## src/tntf_pkg.sv

```systemverilog
/*
 Constants, carrier types and the CRC_B helper for the tag-side
 Type B framer with its NDEF attribute block.
 Assumes a 200 MHz system clock and single-word AHB-Lite access.
*/
`default_nettype none
package tntf_pkg;
  localparam int CLK_NS = 5;
  // 128 carrier cycles at 13.56 MHz, rounded up
  localparam int ETU_NS = 9440;
  localparam int ETU_CYC = (ETU_NS + CLK_NS - 1) / CLK_NS;
  localparam logic [10:0] ETU_LAST = 11'(ETU_CYC - 1);
  localparam logic [10:0] ETU_LAST_FAST = 11'(ETU_CYC / 2 - 1);
  localparam logic [3:0] SOF_LO_ETU = 4'hA;
  localparam logic [3:0] SOF_HI_ETU = 4'h2;
  localparam logic [3:0] EOF_ETU = 4'hA;
  localparam logic [3:0] CHAR_LAST = 4'h9;
  localparam logic [3:0] DATA_LAST = 4'h8;

  localparam logic [7:0] OFS_CTRL = 8'h00;
  localparam logic [7:0] OFS_STATUS = 8'h04;
  localparam logic [7:0] OFS_TXDATA = 8'h08;
  localparam logic [7:0] OFS_ID_LO = 8'h0C;
  localparam logic [7:0] OFS_ID_HI = 8'h10;
  localparam logic [7:0] OFS_FLAGS = 8'h14;
  localparam logic [7:0] OFS_PCB = 8'h18;
  localparam logic [7:0] OFS_RXINFO = 8'h1C;
  localparam logic [7:0] OFS_AIB0 = 8'h20;
  localparam logic [7:0] OFS_AIB3 = 8'h2C;
  localparam logic [7:0] OFS_AIBSUM = 8'h30;
  localparam logic [7:0] OFS_BLKSEL = 8'h34;

  localparam int CTRL_RATE = 0;
  localparam int CTRL_START = 1;
  localparam int CTRL_RESP = 2;

  localparam logic [7:0] WRITE_RESP_CODE = 8'h09;
  localparam logic [3:0] HDR_LAST = 4'hA;
  localparam logic [3:0] HDR_FLAG1 = 4'h9;
  localparam logic [8:0] INF_MAX = 9'hFC;
  localparam logic [8:0] RX_MAX = 9'h100;
  localparam logic [8:0] RX_MIN = 9'h003;
  localparam logic [15:0] CRC_INIT = 16'hFFFF;
  localparam logic [15:0] CRC_POLY = 16'h8408;
  localparam logic [15:0] CRC_RESIDUE = 16'hF0B8;

  localparam int AIB_SUM_LAST = 13;
  localparam int AIB_SUM_HI = 14;
  localparam int AIB_SUM_LO = 15;
  localparam int AIB_RW_BYTE = 10;
  localparam logic [1:0] AIB_RW_WORD = 2'h2;
  localparam logic [7:0] AIB_RW_VALUE = 8'h01;
  localparam logic [7:0] AIB_BLOCK = 8'h00;
  localparam logic [7:0] NDEF_FIRST = 8'h01;
  localparam logic [7:0] NDEF_LAST = 8'h17;

  typedef enum logic [2:0] {
    TX_IDLE = 3'b000,
    TX_SOF_LO = 3'b001,
    TX_SOF_HI = 3'b010,
    TX_CHAR = 3'b011,
    TX_EOF = 3'b100
  } tntf_tx_e;

  typedef enum logic [2:0] {
    SEG_PCB = 3'b000,
    SEG_HDR = 3'b001,
    SEG_INF = 3'b010,
    SEG_CRC0 = 3'b011,
    SEG_CRC1 = 3'b100
  } tntf_seg_e;

  typedef struct packed {
    logic resp_write;
    logic rate212;
  } tntf_ctrl_s;

  typedef struct packed {
    logic [8:0] len;
    logic [7:0] pcb;
  } tntf_rxinfo_s;

  function automatic logic [15:0] tntf_crc_byte(input logic [15:0] crc, input logic [7:0] d);
    logic [15:0] c;
    c = crc ^ {8'h00, d};
    for (int i = 0; i < 8; i++) begin
      c = c[0] ? ((c >> 1) ^ CRC_POLY) : (c >> 1);
    end
    return c;
  endfunction : tntf_crc_byte
endpackage : tntf_pkg
`default_nettype wire

```

## src/tntf_framer.sv

```systemverilog
/*
 Type B framer for the tag: transmit sequencer with write-response
 header and CRC_B, receive character assembly with CRC_B check,
 NDEF attribute block with checksum, AHB-Lite register slave and an
 INF byte FIFO. Assumes rx bits arrive one per ETU on rx_stb from an
 NRZ demodulator that also marks the frame, and that tx_bit feeds a
 BPSK subcarrier modulator.
*/
`timescale 1ns/1ps
`default_nettype none
module tntf_fifo #(
  parameter int W = 8,
  parameter int D = 8
) (
  input wire logic clk_sys,
  input wire logic reset,
  input wire logic in_valid,
  output logic in_ready,
  input wire logic [W-1:0] in_data,
  output logic out_valid,
  input wire logic out_ready,
  output logic [W-1:0] out_data
);
  localparam int AW = $clog2(D);
  logic [W-1:0] mem [D];
  logic [AW:0] wp, rp, next_wp, next_rp;
  logic push, pop;

  always_comb begin
    in_ready = (wp - rp) != (AW+1)'(D);
    out_valid = wp != rp;
    out_data = mem[rp[AW-1:0]];
    push = in_valid && in_ready;
    pop = out_valid && out_ready;
    next_wp = wp + (AW+1)'(push);
    next_rp = rp + (AW+1)'(pop);
  end

  always_ff @(posedge clk_sys) begin
    if (reset) begin
      wp <= '0;
      rp <= '0;
    end else begin
      wp <= next_wp;
      rp <= next_rp;
    end
    if (push) begin
      mem[wp[AW-1:0]] <= in_data;
    end
  end
endmodule : tntf_fifo

//Behaviour
//- Write response: 0x09, card ID, two flags
//- Block 0 attributes, blocks 1-23 NDEF
//- Access byte: 0x00 read-only, 0x01 writable
//- Checksum equals sum of bytes 0-13
//- Start bit, 8 bits LSB first, stop
//- 106 or 212 kbps, NRZ in, BPSK out
//- SOF, data up to 256 bytes, EOF
//- PCB, INF, then 2-byte CRC_B
module tntf_framer #(
  parameter int FIFO_DEPTH = 8
) (
  input wire logic clk_sys,
  input wire logic reset,
  input wire logic hsel,
  input wire logic [31:0] haddr,
  input wire logic [1:0] htrans,
  input wire logic hwrite,
  input wire logic [2:0] hsize,
  input wire logic [31:0] hwdata,
  input wire logic hready,
  output logic hreadyout,
  output logic [31:0] hrdata,
  output logic hresp,
  input wire logic rx_frame,
  input wire logic rx_stb,
  input wire logic rx_bit,
  output logic tx_bit,
  output logic tx_active
);
  // Bus state
  logic dph_wr, next_dph_wr;
  logic [7:0] dph_addr, next_dph_addr;
  logic [31:0] next_hrdata;
  tntf_pkg::tntf_ctrl_s ctrl, next_ctrl;
  logic [63:0] card_id, next_card_id;
  logic [15:0] flags, next_flags;
  logic [7:0] pcb, next_pcb;
  logic [7:0] blksel, next_blksel;
  logic [31:0] attribute_info_block [4];
  logic [31:0] next_aib [4];
  logic stall, wr_ok, start_req;
  logic fifo_in_valid, fifo_in_ready, fifo_out_valid, fifo_out_ready;
  logic [7:0] fifo_out_data;
  logic [7:0] aib_b [16];
  logic [15:0] aib_sum;
  logic aib_sum_ok, aib_rw, blk_attr, blk_ndef;

  // Transmit state
  tntf_pkg::tntf_tx_e tx_st, next_tx_st;
  tntf_pkg::tntf_seg_e seg, next_seg;
  logic [10:0] etu, next_etu;
  logic [3:0] cnt, next_cnt;
  logic [8:0] inf_cnt, next_inf_cnt;
  logic [9:0] shreg, next_shreg;
  logic [15:0] tx_crc, next_tx_crc;
  logic next_tx_bit;
  logic etu_end, char_end, inf_more;

  // Receive state
  logic rx_frame_q, next_rx_frame_q;
  logic [3:0] rcnt, next_rcnt;
  logic [7:0] rshift, next_rshift;
  logic [15:0] rx_crc, next_rx_crc;
  logic rx_ferr, next_rx_ferr;
  tntf_pkg::tntf_rxinfo_s rx_cur, next_rx_cur, rx_last, next_rx_last;
  logic rx_good, next_rx_good, rx_bad, next_rx_bad;

  tntf_fifo #(.W(8), .D(FIFO_DEPTH)) tntf_fifo_i (
    .clk_sys(clk_sys),
    .reset(reset),
    .in_valid(fifo_in_valid),
    .in_ready(fifo_in_ready),
    .in_data(hwdata[7:0]),
    .out_valid(fifo_out_valid),
    .out_ready(fifo_out_ready),
    .out_data(fifo_out_data)
  );

  // Attribute block view and checksum
  always_comb begin
    for (int i = 0; i < 16; i++) begin
      aib_b[i] = attribute_info_block[i/4][8*(i%4) +: 8];
    end
    aib_sum = '0;
    for (int i = 0; i <= tntf_pkg::AIB_SUM_LAST; i++) begin
      aib_sum = aib_sum + {8'h00, aib_b[i]};
    end
    aib_sum_ok = aib_sum == {aib_b[tntf_pkg::AIB_SUM_HI], aib_b[tntf_pkg::AIB_SUM_LO]};
    aib_rw = aib_b[tntf_pkg::AIB_RW_BYTE] == tntf_pkg::AIB_RW_VALUE;
    blk_attr = blksel == tntf_pkg::AIB_BLOCK;
    blk_ndef = blksel >= tntf_pkg::NDEF_FIRST && blksel <= tntf_pkg::NDEF_LAST;
  end

  // Bus slave; a full FIFO holds the write data phase
  always_comb begin
    stall = dph_wr && dph_addr == tntf_pkg::OFS_TXDATA && !fifo_in_ready;
    hreadyout = !stall;
    hresp = 1'b0;
    wr_ok = dph_wr && !stall;
    fifo_in_valid = dph_wr && dph_addr == tntf_pkg::OFS_TXDATA;
    next_dph_wr = dph_wr && stall;
    next_dph_addr = dph_addr;
    next_hrdata = hrdata;
    if (hready && hsel && htrans[1]) begin
      next_dph_wr = hwrite;
      next_dph_addr = {haddr[7:2], 2'b00};
      // Read data holds through writes until the next read
      if (!hwrite) begin
        next_hrdata = '0;
        unique case ({haddr[7:2], 2'b00})
          tntf_pkg::OFS_CTRL: next_hrdata = {29'h0, ctrl.resp_write, 1'b0, ctrl.rate212};
          tntf_pkg::OFS_STATUS: next_hrdata = {24'h0, blk_ndef, blk_attr, !fifo_in_ready,
                                               aib_rw, aib_sum_ok, rx_bad, rx_good,
                                               tx_st != tntf_pkg::TX_IDLE};
          tntf_pkg::OFS_ID_LO: next_hrdata = card_id[31:0];
          tntf_pkg::OFS_ID_HI: next_hrdata = card_id[63:32];
          tntf_pkg::OFS_FLAGS: next_hrdata = {16'h0, flags};
          tntf_pkg::OFS_PCB: next_hrdata = {24'h0, pcb};
          tntf_pkg::OFS_RXINFO: next_hrdata = {7'h0, rx_last.len, 8'h0, rx_last.pcb};
          tntf_pkg::OFS_AIBSUM: next_hrdata = {16'h0, aib_sum};
          tntf_pkg::OFS_BLKSEL: next_hrdata = {24'h0, blksel};
          default: begin
            if (haddr[7:0] >= tntf_pkg::OFS_AIB0 && haddr[7:0] <= tntf_pkg::OFS_AIB3) begin
              next_hrdata = attribute_info_block[haddr[3:2]];
            end
          end
        endcase
      end
    end
    next_ctrl = ctrl;
    next_card_id = card_id;
    next_flags = flags;
    next_pcb = pcb;
    next_blksel = blksel;
    next_aib = attribute_info_block;
    start_req = 1'b0;
    if (wr_ok) begin
      unique case (dph_addr)
        tntf_pkg::OFS_CTRL: begin
          next_ctrl = {hwdata[tntf_pkg::CTRL_RESP], hwdata[tntf_pkg::CTRL_RATE]};
          start_req = hwdata[tntf_pkg::CTRL_START];
        end
        tntf_pkg::OFS_ID_LO: next_card_id[31:0] = hwdata;
        tntf_pkg::OFS_ID_HI: next_card_id[63:32] = hwdata;
        tntf_pkg::OFS_FLAGS: next_flags = hwdata[15:0];
        tntf_pkg::OFS_PCB: next_pcb = hwdata[7:0];
        tntf_pkg::OFS_BLKSEL: next_blksel = hwdata[7:0];
        default: begin
          // read-only block keeps only its access word open
          if (dph_addr >= tntf_pkg::OFS_AIB0 && dph_addr <= tntf_pkg::OFS_AIB3 &&
              (aib_rw || dph_addr[3:2] == tntf_pkg::AIB_RW_WORD)) begin
            next_aib[dph_addr[3:2]] = hwdata;
          end
        end
      endcase
    end
  end

  always_ff @(posedge clk_sys) begin
    if (reset) begin
      dph_wr <= 1'b0;
      dph_addr <= '0;
      hrdata <= '0;
      ctrl <= '0;
      card_id <= '0;
      flags <= '0;
      pcb <= '0;
      blksel <= '0;
      for (int i = 0; i < 4; i++) begin
        attribute_info_block[i] <= '0;
      end
    end else begin
      dph_wr <= next_dph_wr;
      dph_addr <= next_dph_addr;
      hrdata <= next_hrdata;
      ctrl <= next_ctrl;
      card_id <= next_card_id;
      flags <= next_flags;
      pcb <= next_pcb;
      blksel <= next_blksel;
      attribute_info_block <= next_aib;
    end
  end

  // Transmit sequencer
  always_comb begin
    etu_end = etu == (ctrl.rate212 ? tntf_pkg::ETU_LAST_FAST : tntf_pkg::ETU_LAST);
    char_end = etu_end && cnt == tntf_pkg::CHAR_LAST;
    // INF capped so the field stays within 256 bytes
    inf_more = fifo_out_valid && inf_cnt < tntf_pkg::INF_MAX;
    next_tx_st = tx_st;
    next_seg = seg;
    next_etu = etu_end ? '0 : etu + 11'h001;
    next_cnt = cnt;
    next_inf_cnt = inf_cnt;
    next_shreg = shreg;
    next_tx_crc = tx_crc;
    next_tx_bit = tx_bit;
    fifo_out_ready = 1'b0;
    unique case (tx_st)
      tntf_pkg::TX_IDLE: begin
        next_etu = '0;
        next_tx_bit = 1'b1;
        // no reply after a corrupt frame
        if (start_req && !rx_bad) begin
          next_tx_st = tntf_pkg::TX_SOF_LO;
          next_cnt = '0;
          next_inf_cnt = '0;
          next_seg = tntf_pkg::SEG_PCB;
          next_shreg = {1'b1, pcb, 1'b0};
          next_tx_crc = tntf_pkg::tntf_crc_byte(tntf_pkg::CRC_INIT, pcb);
          next_tx_bit = 1'b0;
        end
      end
      tntf_pkg::TX_SOF_LO: begin
        if (etu_end) begin
          next_cnt = cnt + 4'h1;
          if (cnt == tntf_pkg::SOF_LO_ETU - 4'h1) begin
            next_tx_st = tntf_pkg::TX_SOF_HI;
            next_cnt = '0;
            next_tx_bit = 1'b1;
          end
        end
      end
      tntf_pkg::TX_SOF_HI: begin
        if (etu_end) begin
          next_cnt = cnt + 4'h1;
          if (cnt == tntf_pkg::SOF_HI_ETU - 4'h1) begin
            next_tx_st = tntf_pkg::TX_CHAR;
            next_cnt = '0;
            next_tx_bit = shreg[0];
          end
        end
      end
      tntf_pkg::TX_CHAR: begin
        if (etu_end && !char_end) begin
          next_cnt = cnt + 4'h1;
          next_shreg = {1'b1, shreg[9:1]};
          next_tx_bit = shreg[1];
        end
        if (char_end) begin
          next_cnt = '0;
          unique case (seg)
            tntf_pkg::SEG_PCB, tntf_pkg::SEG_HDR, tntf_pkg::SEG_INF: begin
              if (ctrl.resp_write && (seg == tntf_pkg::SEG_PCB ||
                  (seg == tntf_pkg::SEG_HDR && inf_cnt[3:0] != tntf_pkg::HDR_LAST))) begin
                next_seg = tntf_pkg::SEG_HDR;
                next_inf_cnt = seg == tntf_pkg::SEG_PCB ? '0 : inf_cnt + 9'h001;
                if (seg == tntf_pkg::SEG_PCB) begin
                  next_shreg = {1'b1, tntf_pkg::WRITE_RESP_CODE, 1'b0};
                end else if (inf_cnt[3:0] + 4'h1 < tntf_pkg::HDR_FLAG1) begin
                  next_shreg = {1'b1, card_id[8*(8 - int'(inf_cnt[3:0])) - 1 -: 8], 1'b0};
                end else if (inf_cnt[3:0] + 4'h1 == tntf_pkg::HDR_FLAG1) begin
                  next_shreg = {1'b1, flags[15:8], 1'b0};
                end else begin
                  next_shreg = {1'b1, flags[7:0], 1'b0};
                end
              end else if (inf_more) begin
                next_seg = tntf_pkg::SEG_INF;
                next_inf_cnt = seg == tntf_pkg::SEG_PCB ? '0 : inf_cnt + 9'h001;
                fifo_out_ready = 1'b1;
                next_shreg = {1'b1, fifo_out_data, 1'b0};
              end else begin
                next_seg = tntf_pkg::SEG_CRC0;
                next_shreg = {1'b1, ~tx_crc[7:0], 1'b0};
              end
              if (next_seg != tntf_pkg::SEG_CRC0) begin
                next_tx_crc = tntf_pkg::tntf_crc_byte(tx_crc, next_shreg[8:1]);
              end
              next_tx_bit = 1'b0;
            end
            tntf_pkg::SEG_CRC0: begin
              next_seg = tntf_pkg::SEG_CRC1;
              next_shreg = {1'b1, ~tx_crc[15:8], 1'b0};
              next_tx_bit = 1'b0;
            end
            default: begin
              next_tx_st = tntf_pkg::TX_EOF;
              next_tx_bit = 1'b0;
            end
          endcase
        end
      end
      tntf_pkg::TX_EOF: begin
        if (etu_end) begin
          next_cnt = cnt + 4'h1;
          if (cnt == tntf_pkg::EOF_ETU - 4'h1) begin
            next_tx_st = tntf_pkg::TX_IDLE;
            next_tx_bit = 1'b1;
          end
        end
      end
      default: next_tx_st = tntf_pkg::TX_IDLE;
    endcase
  end

  always_ff @(posedge clk_sys) begin
    if (reset) begin
      tx_st <= tntf_pkg::TX_IDLE;
      seg <= tntf_pkg::SEG_PCB;
      etu <= '0;
      cnt <= '0;
      inf_cnt <= '0;
      shreg <= '1;
      tx_crc <= tntf_pkg::CRC_INIT;
      tx_bit <= 1'b1;
      tx_active <= 1'b0;
    end else begin
      tx_st <= next_tx_st;
      seg <= next_seg;
      etu <= next_etu;
      cnt <= next_cnt;
      inf_cnt <= next_inf_cnt;
      shreg <= next_shreg;
      tx_crc <= next_tx_crc;
      tx_bit <= next_tx_bit;
      tx_active <= next_tx_st != tntf_pkg::TX_IDLE;
    end
  end

  // Receiver: one bit per strobe, verdict at frame end
  always_comb begin
    next_rx_frame_q = rx_frame;
    next_rcnt = rcnt;
    next_rshift = rshift;
    next_rx_crc = rx_crc;
    next_rx_ferr = rx_ferr;
    next_rx_cur = rx_cur;
    next_rx_last = rx_last;
    next_rx_good = rx_good;
    next_rx_bad = rx_bad;
    if (rx_frame && !rx_frame_q) begin
      next_rcnt = '0;
      next_rx_crc = tntf_pkg::CRC_INIT;
      next_rx_ferr = 1'b0;
      next_rx_cur = '0;
    end else if (rx_frame && rx_stb) begin
      if (rcnt == '0) begin
        next_rcnt = rx_bit ? rcnt : 4'h1;
      end else if (rcnt <= tntf_pkg::DATA_LAST) begin
        next_rshift = {rx_bit, rshift[7:1]};
        next_rcnt = rcnt + 4'h1;
      end else begin
        next_rcnt = '0;
        next_rx_ferr = rx_ferr || !rx_bit || rx_cur.len == tntf_pkg::RX_MAX;
        next_rx_crc = tntf_pkg::tntf_crc_byte(rx_crc, rshift);
        if (rx_cur.len == '0) begin
          next_rx_cur.pcb = rshift;
        end
        if (rx_cur.len != tntf_pkg::RX_MAX) begin
          next_rx_cur.len = rx_cur.len + 9'h001;
        end
      end
    end else if (!rx_frame && rx_frame_q) begin
      next_rx_good = rx_crc == tntf_pkg::CRC_RESIDUE && !rx_ferr &&
                     rx_cur.len >= tntf_pkg::RX_MIN && rcnt == '0;
      next_rx_bad = !next_rx_good;
      if (next_rx_good) begin
        next_rx_last = rx_cur;
      end
    end
  end

  always_ff @(posedge clk_sys) begin
    if (reset) begin
      rx_frame_q <= 1'b0;
      rcnt <= '0;
      rshift <= '0;
      rx_crc <= tntf_pkg::CRC_INIT;
      rx_ferr <= 1'b0;
      rx_cur <= '0;
      rx_last <= '0;
      rx_good <= 1'b0;
      rx_bad <= 1'b0;
    end else begin
      rx_frame_q <= next_rx_frame_q;
      rcnt <= next_rcnt;
      rshift <= next_rshift;
      rx_crc <= next_rx_crc;
      rx_ferr <= next_rx_ferr;
      rx_cur <= next_rx_cur;
      rx_last <= next_rx_last;
      rx_good <= next_rx_good;
      rx_bad <= next_rx_bad;
    end
  end
endmodule : tntf_framer
`default_nettype wire

```

## config.mk

```make
export PLATFORM = sky130hd
export DESIGN_NAME = tntf_framer
export DESIGN_NICKNAME = d
export VERILOG_FILES = /design/src/tntf_pkg.sv /design/src/tntf_framer.sv
export SDC_FILE = /design/constraint.sdc
export NUM_CORES = 1
export LEC_CHECK = 0
export BUFFER_PORTS_ARGS = -buffer_cell sky130_fd_sc_hd__buf_2
export CAP_MARGIN = 30
export CORE_UTILIZATION = 55
export CTS_CLUSTER_DIAMETER = 30
export CTS_CLUSTER_SIZE = 30
export DETAILED_ROUTE_END_ITERATION = 8
export PLACE_DENSITY = 0.73
export SLEW_MARGIN = 20
export SYNTH_ARGS = -nofsm -noshare
export SYNTH_HDL_FRONTEND = slang
export SYNTH_SLANG_ARGS = --single-unit
```

## constraint.sdc

```tcl
create_clock -name clk_sys -period 7.7 [get_ports clk_sys]
set_clock_uncertainty 0.15 [all_clocks]
set_input_delay 0.385 -clock clk_sys [delete_from_list [all_inputs] [get_ports clk_sys]]
set_output_delay 0.385 -clock clk_sys [all_outputs]
set_load 0.01 [all_outputs]
```

==> results of run 1 <==
cell type report:
cell class,count,area (um2),area share
Antenna cell,1,2.502,0.00008540
Inverter,175,656.9,0.02242
Timing Repair Buffer,152,1059,0.03613
Multi-Input combinational cell,1908,13330,0.4551
Clock inverter,68,1051,0.03587
Clock buffer,113,2587,0.08831
Tap cell,592,740.7,0.02528
Sequential cell,461,9869,0.3368
registers in the layout, summed over array words and instances (netlist names), 6 cells and up:
signal,flops
dph_addr,6
rx_last,17
card_id,64
shreg,10
blksel,8
flags,16
hrdata,32
tntf_fifo_i.mem,64
tx_crc,16
rx_cur,17
etu,11
rshift,8
rx_crc,16
inf_cnt,9
aib_b,128
pcb,8
metal layers:
metal  global-route usage  up-vias  wire [um]
li1                     -     9621          -
met4               0.1793        2       4194
met5                    0        -         13
met1               0.4599    10500      31510
met2               0.5452     1155      36050
met3              0.08333      240       7886
final timing paths:
kind	to	slack, ps	cells past startpoint
max	hrdata[3]	960	19
min	card_id[39]	40	3
max reg2reg	hrdata[3]	960	19
min reg2reg	etu[0]	310	1
logic make-up after synthesis:
group / after synthesis
compound gates: 596
xor+xnor: 95
other cells: 1
simple gates: 936
buf+inv: 350
mux: 148
flops: 461
fa+ha+maj: 132
where the power goes:
part | internal [mW] | leakage, nW | switching [mW]
combinational | 0.0545 | 5.80 | 0.133
clock | 3.13 | 1.74 | 1.47
sequential | 2.45 | 3.78 | 0.0114
total | 5.64 | 11.3 | 1.62
stage by stage:
stage	instance area (um2)	util	power, mW	std cells	hold slack [ps]
detailed placement	25270	0.5714	2.675	3251	305.1
floorplan	24660	-	2.594	2719	264.6
global placement	25250	0.5710	2.671	3249	277.3
global route	29300	0.6625	7.400	3469	29.39
finish	29300	0.6626	7.260	3470	44.97
CTS	29240	0.6611	7.274	3465	13.55
Yosys cell counts, types with 5 or more instances:
master / number / area, um2
sky130_fd_sc_hd__nand2_1: 508 / 1907
sky130_fd_sc_hd__and4_1: 6 / 52.55
sky130_fd_sc_hd__buf_6: 5 / 56.30
sky130_fd_sc_hd__buf_4: 6 / 45.04
sky130_fd_sc_hd__a211oi_1: 17 / 127.6
sky130_fd_sc_hd__dfxtp_1: 397 / 7948
sky130_fd_sc_hd__nand2b_1: 12 / 75.07
sky130_fd_sc_hd__clkbuf_1: 139 / 521.8
sky130_fd_sc_hd__nor3_1: 31 / 155.2
sky130_fd_sc_hd__clkbuf_8: 9 / 123.9
sky130_fd_sc_hd__nand3_1: 64 / 320.3
sky130_fd_sc_hd__nand3b_1: 5 / 37.54
sky130_fd_sc_hd__a21oi_1: 297 / 1486
sky130_fd_sc_hd__edfxtp_1: 64 / 1922
sky130_fd_sc_hd__nor2_1: 179 / 671.9
sky130_fd_sc_hd__o21ai_0: 80 / 400.4
sky130_fd_sc_hd__a222oi_1: 11 / 110.1
sky130_fd_sc_hd__buf_2: 7 / 35.03
sky130_fd_sc_hd__buf_1: 8 / 30.03
sky130_fd_sc_hd__a21o_1: 11 / 82.58
sky130_fd_sc_hd__a31oi_1: 24 / 150.1
sky130_fd_sc_hd__nor3b_1: 6 / 45.04
sky130_fd_sc_hd__mux4_2: 52 / 1171
sky130_fd_sc_hd__mux2i_1: 84 / 840.8
sky130_fd_sc_hd__and2_1: 7 / 43.79
sky130_fd_sc_hd__fa_1: 91 / 1822
sky130_fd_sc_hd__o21ai_1: 10 / 50.05
sky130_fd_sc_hd__ha_1: 41 / 513.0
sky130_fd_sc_hd__a211o_1: 7 / 61.31
sky130_fd_sc_hd__nand4_1: 23 / 143.9
sky130_fd_sc_hd__o221ai_1: 5 / 43.79
sky130_fd_sc_hd__o211ai_1: 19 / 142.6
sky130_fd_sc_hd__inv_1: 174 / 653.1
sky130_fd_sc_hd__or3_1: 12 / 75.07
sky130_fd_sc_hd__o31ai_1: 5 / 37.54
sky130_fd_sc_hd__a22oi_1: 23 / 172.7
sky130_fd_sc_hd__a221oi_1: 31 / 271.5
sky130_fd_sc_hd__mux2_2: 5 / 56.30
sky130_fd_sc_hd__a41oi_1: 5 / 43.79
sky130_fd_sc_hd__nor4_1: 12 / 75.07
sky130_fd_sc_hd__and3_1: 19 / 118.9
sky130_fd_sc_hd__a22o_1: 6 / 52.55
sky130_fd_sc_hd__xnor2_1: 53 / 464.2
sky130_fd_sc_hd__nor2b_1: 14 / 87.58
sky130_fd_sc_hd__xor2_1: 38 / 332.8
critical path: cells and delay by family, from the launching register on:
family	cells	cell delay, ps
simple gates	4	810
xor+xnor	1	170
fa+ha+maj	7	3910
compound gates	3	1040
buf+inv	4	270
flops	1	350
==> summary.txt, run 1 <==
wire per inst: 22.96 um
via count of the first global-routing pass: 20,930
# H-tree levels: 3
Pre-Repair DR Iteration Count: 8
share of synthesized area occupied by flip-flops and latches: 0.4003
DR DRC count: 0
Die Area: 45,680 um2
CTS tree: done
launching point of the worst reg2reg path: aib_b[18]
maximum buffer depth of the clock tree: 3
crit share post-route: 0.8756
share of synthesized area spent on multiplexers: 0.09007
Resized cells post-CTS: 0
Crit Path Class: flip-flop to flip-flop
fill cell total of the finished layout: 3,422
Net count, final: 3,004
synthesis-to-layout area growth: 18.83%
Worst path max stage delay: 690 ps
YS warnings: 0
setup total negative slack: 0 ps
distinct cell type count of the synthesized netlist: 102
P_leak: 11.32 nW
pins over their slew limit: 0
critical hold path startpoint: hwdata[7]
remaining antenna violation count: 0
Vias: 21,510
sort of element at the start of the critical path: flip-flop
max-slew headroom at the worst pin: 0.3374
Sink Count: 461
peak ir drop on the vdd network: 0.0002061 V
xor and xnor fraction of the mapped netlist area: 0.03496
setup ws final: 957.9 ps
initial antenna violation count: 1
aggregate global-route resource usage: 0.3517
Post-Synthesis Net Count: 2,928
arrival time at the worst endpoint: 7190 ps
Post-CTS Setup Repair Bufs: 0
adder-cell area share of the yosys netlist: 0.09469
Clk pin slew, worst setup/hold paths: 50 ps
most frequent cell on the critical path: sky130_fd_sc_hd__fa_1
starting density of the core: 0.5576
Gate Count Post-Synth: 2,719
compound-cell area share of the yosys netlist: 0.1498
slew at the pin closest to its max-slew limit: 990.4 ps
count of port buffers added during placement: 83
total of max-cap violations: 0
fmax: 148.3 MHz
share of flip-flops with an asynchronous set or reset: 0
area of the mapped netlist: 24,660 um2
leading cell type in the layout, fill and taps excluded: sky130_fd_sc_hd__nand2_1
commonest cells after routing, fill and taps aside: 506 x sky130_fd_sc_hd__nand2_1, 397 x sky130_fd_sc_hd__dfxtp_1, 297 x sky130_fd_sc_hd__a21oi_1
share of layout cells above drive strength 1: 0.1401
top_reg_cell synth: sky130_fd_sc_hd__dfxtp_1
worst hold-check path type: input pin to flip-flop
clock latency of the later-clocked register in the worst-skew pair: 650 ps
ordered list of cells on the worst path: inv_1 -> fa_1 -> inv_1 -> fa_1 -> fa_1 -> fa_1 -> inv_1 -> fa_1 -> inv_1 -> fa_1 -> fa_1 -> xor2_1 -> nor4_1 -> nand3_1 -> a2111oi_0 -> nand3_1 -> a2111oi_0 -> and4_1 -> a41o_1
clock buffer count from CTS: 97
unrepaired setup endpoints after global routing: false
Routability Congestion: 0.9653
wire length of the first global-routing pass: 121,000 um
number of flops mapped to enable cells by yosys: 64
largest net degree at the start of global routing: 101
worst setup slack before clock tree synthesis: 1084 ps
shortest period the worst path allows: 6742 ps
Mapped Avg Cell Area: 9.069 um2
endpoints failing setup: 0
Die Span X: 213.7 um
initial drt markers: 2,279
pwr/cell area: 247.8 nW/um2
post-detailed-routing wire length: 79,660 um
number of hold violations in the final report: 0
cell with the largest stage delay on the worst path: sky130_fd_sc_hd__fa_1
dominant combinational cell family by area after synthesis: simple AND/OR/NAND/NOR gates
worst path required time: 8140 ps
Root Driver: sky130_fd_sc_hd__clkbuf_16
Die Y: 213.7 um
status: complete, no violations
Synth Area in Simple Gates: 0.1697
# rows: 77
number of buffers inserted by hold repair at cts: 33
Post-DP HPWL: 53,920 um
worst setup path startpoint: aib_b[18]
post-synthesis register bit count: 461
I/O pin count: 113
remaining global-route overflow: 0
maximum fanout encountered on the critical timing path: 3
floorplan core area: 44,220 um2
post-detailed-route via-to-cell ratio: 6.200
kind of end point of the critical path: flip-flop
(Power assumes the default switching activity.)
==> inputs of run 2 (changes only) <==
- BUFFER_PORTS_ARGS: -buffer_cell sky130_fd_sc_hd__buf_2 -> -buffer_cell sky130_fd_sc_hd__buf_4
==> run 2 against run 1 <==
Via count is 0.18% higher. Hold slack improved by 200 ps. Sequential power is essentially flat. Critical path type unchanged. Critical path depth did not move.
==> summary.txt, run 2 (synthesized netlist as in run 1, its figures left out) <==
Vias: 21,550 (was 21,510)
post-detailed-routing wire length: 79,560 um (was 79,660 um)
pwr/cell area: 238.3 nW/um2 (was 247.8 nW/um2)
# rows: 77 (unchanged)
count of port buffers added during placement: 83 (unchanged)
flip-flop count of the largest register, all copies and words added: 128 (unchanged)
Routability Congestion: 0.9961 (was 0.9653)
Net count, final: 3,010 (was 3,004)
slew at the pin closest to its max-slew limit: 1031 ps (was 990.4 ps)
clock buffer count from CTS: 98 (was 97)
Die Area: 45,680 um2 (unchanged)
cell count of the worst hold path: 4 (was 3)
I/O pin count: 113 (unchanged)
worst setup slack before clock tree synthesis: 1125 ps (was 1084 ps)
share of the core filled with cells in the final layout: 0.6643 (was 0.6626)
post-detailed-route via-to-cell ratio: 6.200 (about the same)
endpoints failing setup: 0 (unchanged)
initial antenna violation count: 0 (was 1)
launching point of the worst reg2reg path: aib_b[18] (unchanged)
via count of the first global-routing pass: 20,710 (was 20,930)
worst path required time: 8130 ps (was 8140 ps)
reg-to-reg slack, setup: 1030 ps (was 960 ps)
maximum fanout encountered on the critical timing path: 3 (unchanged)
critical path's top delay family: adder cells (unchanged)
sort of element at the start of the critical path: flip-flop (unchanged)
P_leak: 11.30 nW (was 11.32 nW)
fmax: 149.8 MHz (was 148.3 MHz)
starting density of the core: 0.5576 (unchanged)
cell with the largest stage delay on the worst path: sky130_fd_sc_hd__fa_1 (unchanged)
share of layout cells above drive strength 1: 0.1366 (was 0.1401)
Die Y: 213.7 um (unchanged)
ant diodes: 0 (was 1)
Sink Count: 461 (unchanged)
worst hold-check path type: input pin to flip-flop (unchanged)
floorplan core area: 44,220 um2 (unchanged)
clock latency of the later-clocked register in the worst-skew pair: 640 ps (was 650 ps)
aggregate global-route resource usage: 0.3525 (was 0.3517)
CTS tree: done (unchanged)
Pwr Total: 7.002 mW (was 7.260 mW)
Root Driver: sky130_fd_sc_hd__clkbuf_16 (unchanged)
maximum buffer depth of the clock tree: 3 (unchanged)
setup total negative slack: 0 ps (unchanged)
Resized cells post-CTS: 0 (unchanged)
combined area of the multi-input logic cells: 13,340 um2 (was 13,330 um2)
Pre-Repair DR Iteration Count: 6 (was 8)
length in cells of the worst reg-to-reg path: 19 (unchanged)
crit share post-route: 0.8669 (was 0.8756)
setup ws final: 1025 ps (was 957.9 ps)
synthesis-to-layout area growth: 19.15% (was 18.83%)
leading cell type in the layout, fill and taps excluded: sky130_fd_sc_hd__nand2_1 (unchanged)
shortest period the worst path allows: 6675 ps (was 6742 ps)
max-slew headroom at the worst pin: 0.3129 (was 0.3374)
arrival time at the worst endpoint: 7100 ps (was 7190 ps)
Worst path max stage delay: 690 ps (about the same)
worst path buffer plus inverter count: 4 (unchanged)
fill cell total of the finished layout: 3,435 (was 3,422)
Die Span X: 213.7 um (unchanged)
number of hold violations in the final report: 0 (unchanged)
peak ir drop on the vdd network: 0.0002267 V (was 0.0002061 V)
critical hold path startpoint: hwrite (was hwdata[7])
remaining antenna violation count: 0 (unchanged)
# H-tree levels: 3 (unchanged)
Clk pin slew, worst setup/hold paths: 50 ps (about the same)
wire length of the first global-routing pass: 121,100 um (was 121,000 um)
remaining global-route overflow: 0 (unchanged)
sequential standard cell area: 9869 um2 (unchanged)
status: complete, no violations (unchanged)
ordered list of cells on the worst path: inv_1 -> fa_1 -> inv_1 -> fa_1 -> fa_1 -> fa_1 -> inv_1 -> fa_1 -> inv_1 -> fa_1 -> fa_1 -> xor2_1 -> nor4_1 -> nand3_1 -> a2111oi_0 -> nand3_1 -> a2111oi_0 -> and4_1 -> a41o_1 (unchanged)
Crit Path Class: flip-flop to flip-flop (unchanged)
pins over their slew limit: 0 (unchanged)
Post-DP HPWL: 53,570 um (was 53,920 um)
commonest cells after routing, fill and taps aside: 507 x sky130_fd_sc_hd__nand2_1, 397 x sky130_fd_sc_hd__dfxtp_1, 297 x sky130_fd_sc_hd__a21oi_1 (was 506 x sky130_fd_sc_hd__nand2_1, 397 x sky130_fd_sc_hd__dfxtp_1, 297 x sky130_fd_sc_hd__a21oi_1)
initial drt markers: 2,460 (was 2,279)
Hold EP: hrdata[12] (was card_id[39])
largest net degree at the start of global routing: 203 (was 101)
kind of end point of the critical path: flip-flop (unchanged)
number of standard cells in the final layout excluding fillers: 3,476 (was 3,470)
most frequent cell on the critical path: sky130_fd_sc_hd__fa_1 (unchanged)
wire per inst: 22.89 um (was 22.96 um)
total of max-cap violations: 0 (unchanged)
placed instance count: 3,249 (was 3,251)
DR DRC count: 0 (unchanged)
unrepaired setup endpoints after global routing: false (unchanged)
critical register-to-register path endpoint: hrdata[3] (unchanged)
## run 2: changes by cell type in the layout (fill, tap and decap cells not counted), moves of 5 or more
cell                            delta
sky130_fd_sc_hd__buf_2            -82
sky130_fd_sc_hd__buf_4            +78
sky130_fd_sc_hd__dlygate4sd3_1     +9
sky130_fd_sc_hd__bufinv_16         -8
sky130_fd_sc_hd__clkbuf_1          +7
sky130_fd_sc_hd__clkbuf_8          +5
## run 2: timing repair
action                                  CTS  global route
setup buffers                             0             0
hold buffers                             42             0
hold endpoints to repair                268             0
endpoints found under the setup margin    0             0
## run 2: layout make-up
type,count,area share
clock inverters,56,0.02483
clock buffers,127,0.09302
repair buffers,157,0.04468
inverters,175,0.02236
multi-input cells,1908,0.4540
flip-flops and latches,461,0.3359
well taps,592,0.02521
## run 2: worst max path at each step
stage | start | to | slack, ps | depth (start not counted)
4_1_cts | aib_b[18] | hrdata[3] | 1090 | 19
2_1_floorplan | aib_b[18] | hrdata[3] | 1830 | 19
6_report | aib_b[18] | hrdata[3] | 1030 | 19
3_3_place_gp | aib_b[18] | hrdata[3] | 1290 | 19
5_1_grt | aib_b[18] | hrdata[3] | 600 | 19
3_5_place_dp | aib_b[18] | hrdata[3] | 1130 | 19
## run 2: power breakdown
part           internal [mW]  switching, mW
clock network           2.94           1.40
logic                 0.0659          0.134
registers               2.45         0.0115
total                   5.46           1.55
## run 2: tightest hold or removal path: cells and delay by family
kind | cells | cell delay (ps)
compound gates | 1 | 180
buf+inv | 2 | 360
simple gates | 1 | 40
## run 2: layer usage
layer  global-route usage  vias up  share of wire  wire, um
li1                     -     9661              -         -
met5                    0        -              0         0
met1               0.4649    10430           0.39     31290
met3              0.07791      218           0.10      8277
met2               0.5401     1246           0.45     35900
met4               0.1926        0          0.052      4098
## run 2: per-stage QoR
step	hold WS [ps]	area (um2)
2_1_floorplan	264.6	24660
3_3_place_gp	273.4	25450
3_5_place_dp	285.8	25480
4_1_cts	203.1	29360
5_1_grt	253.6	29380
6_report	243.4	29380
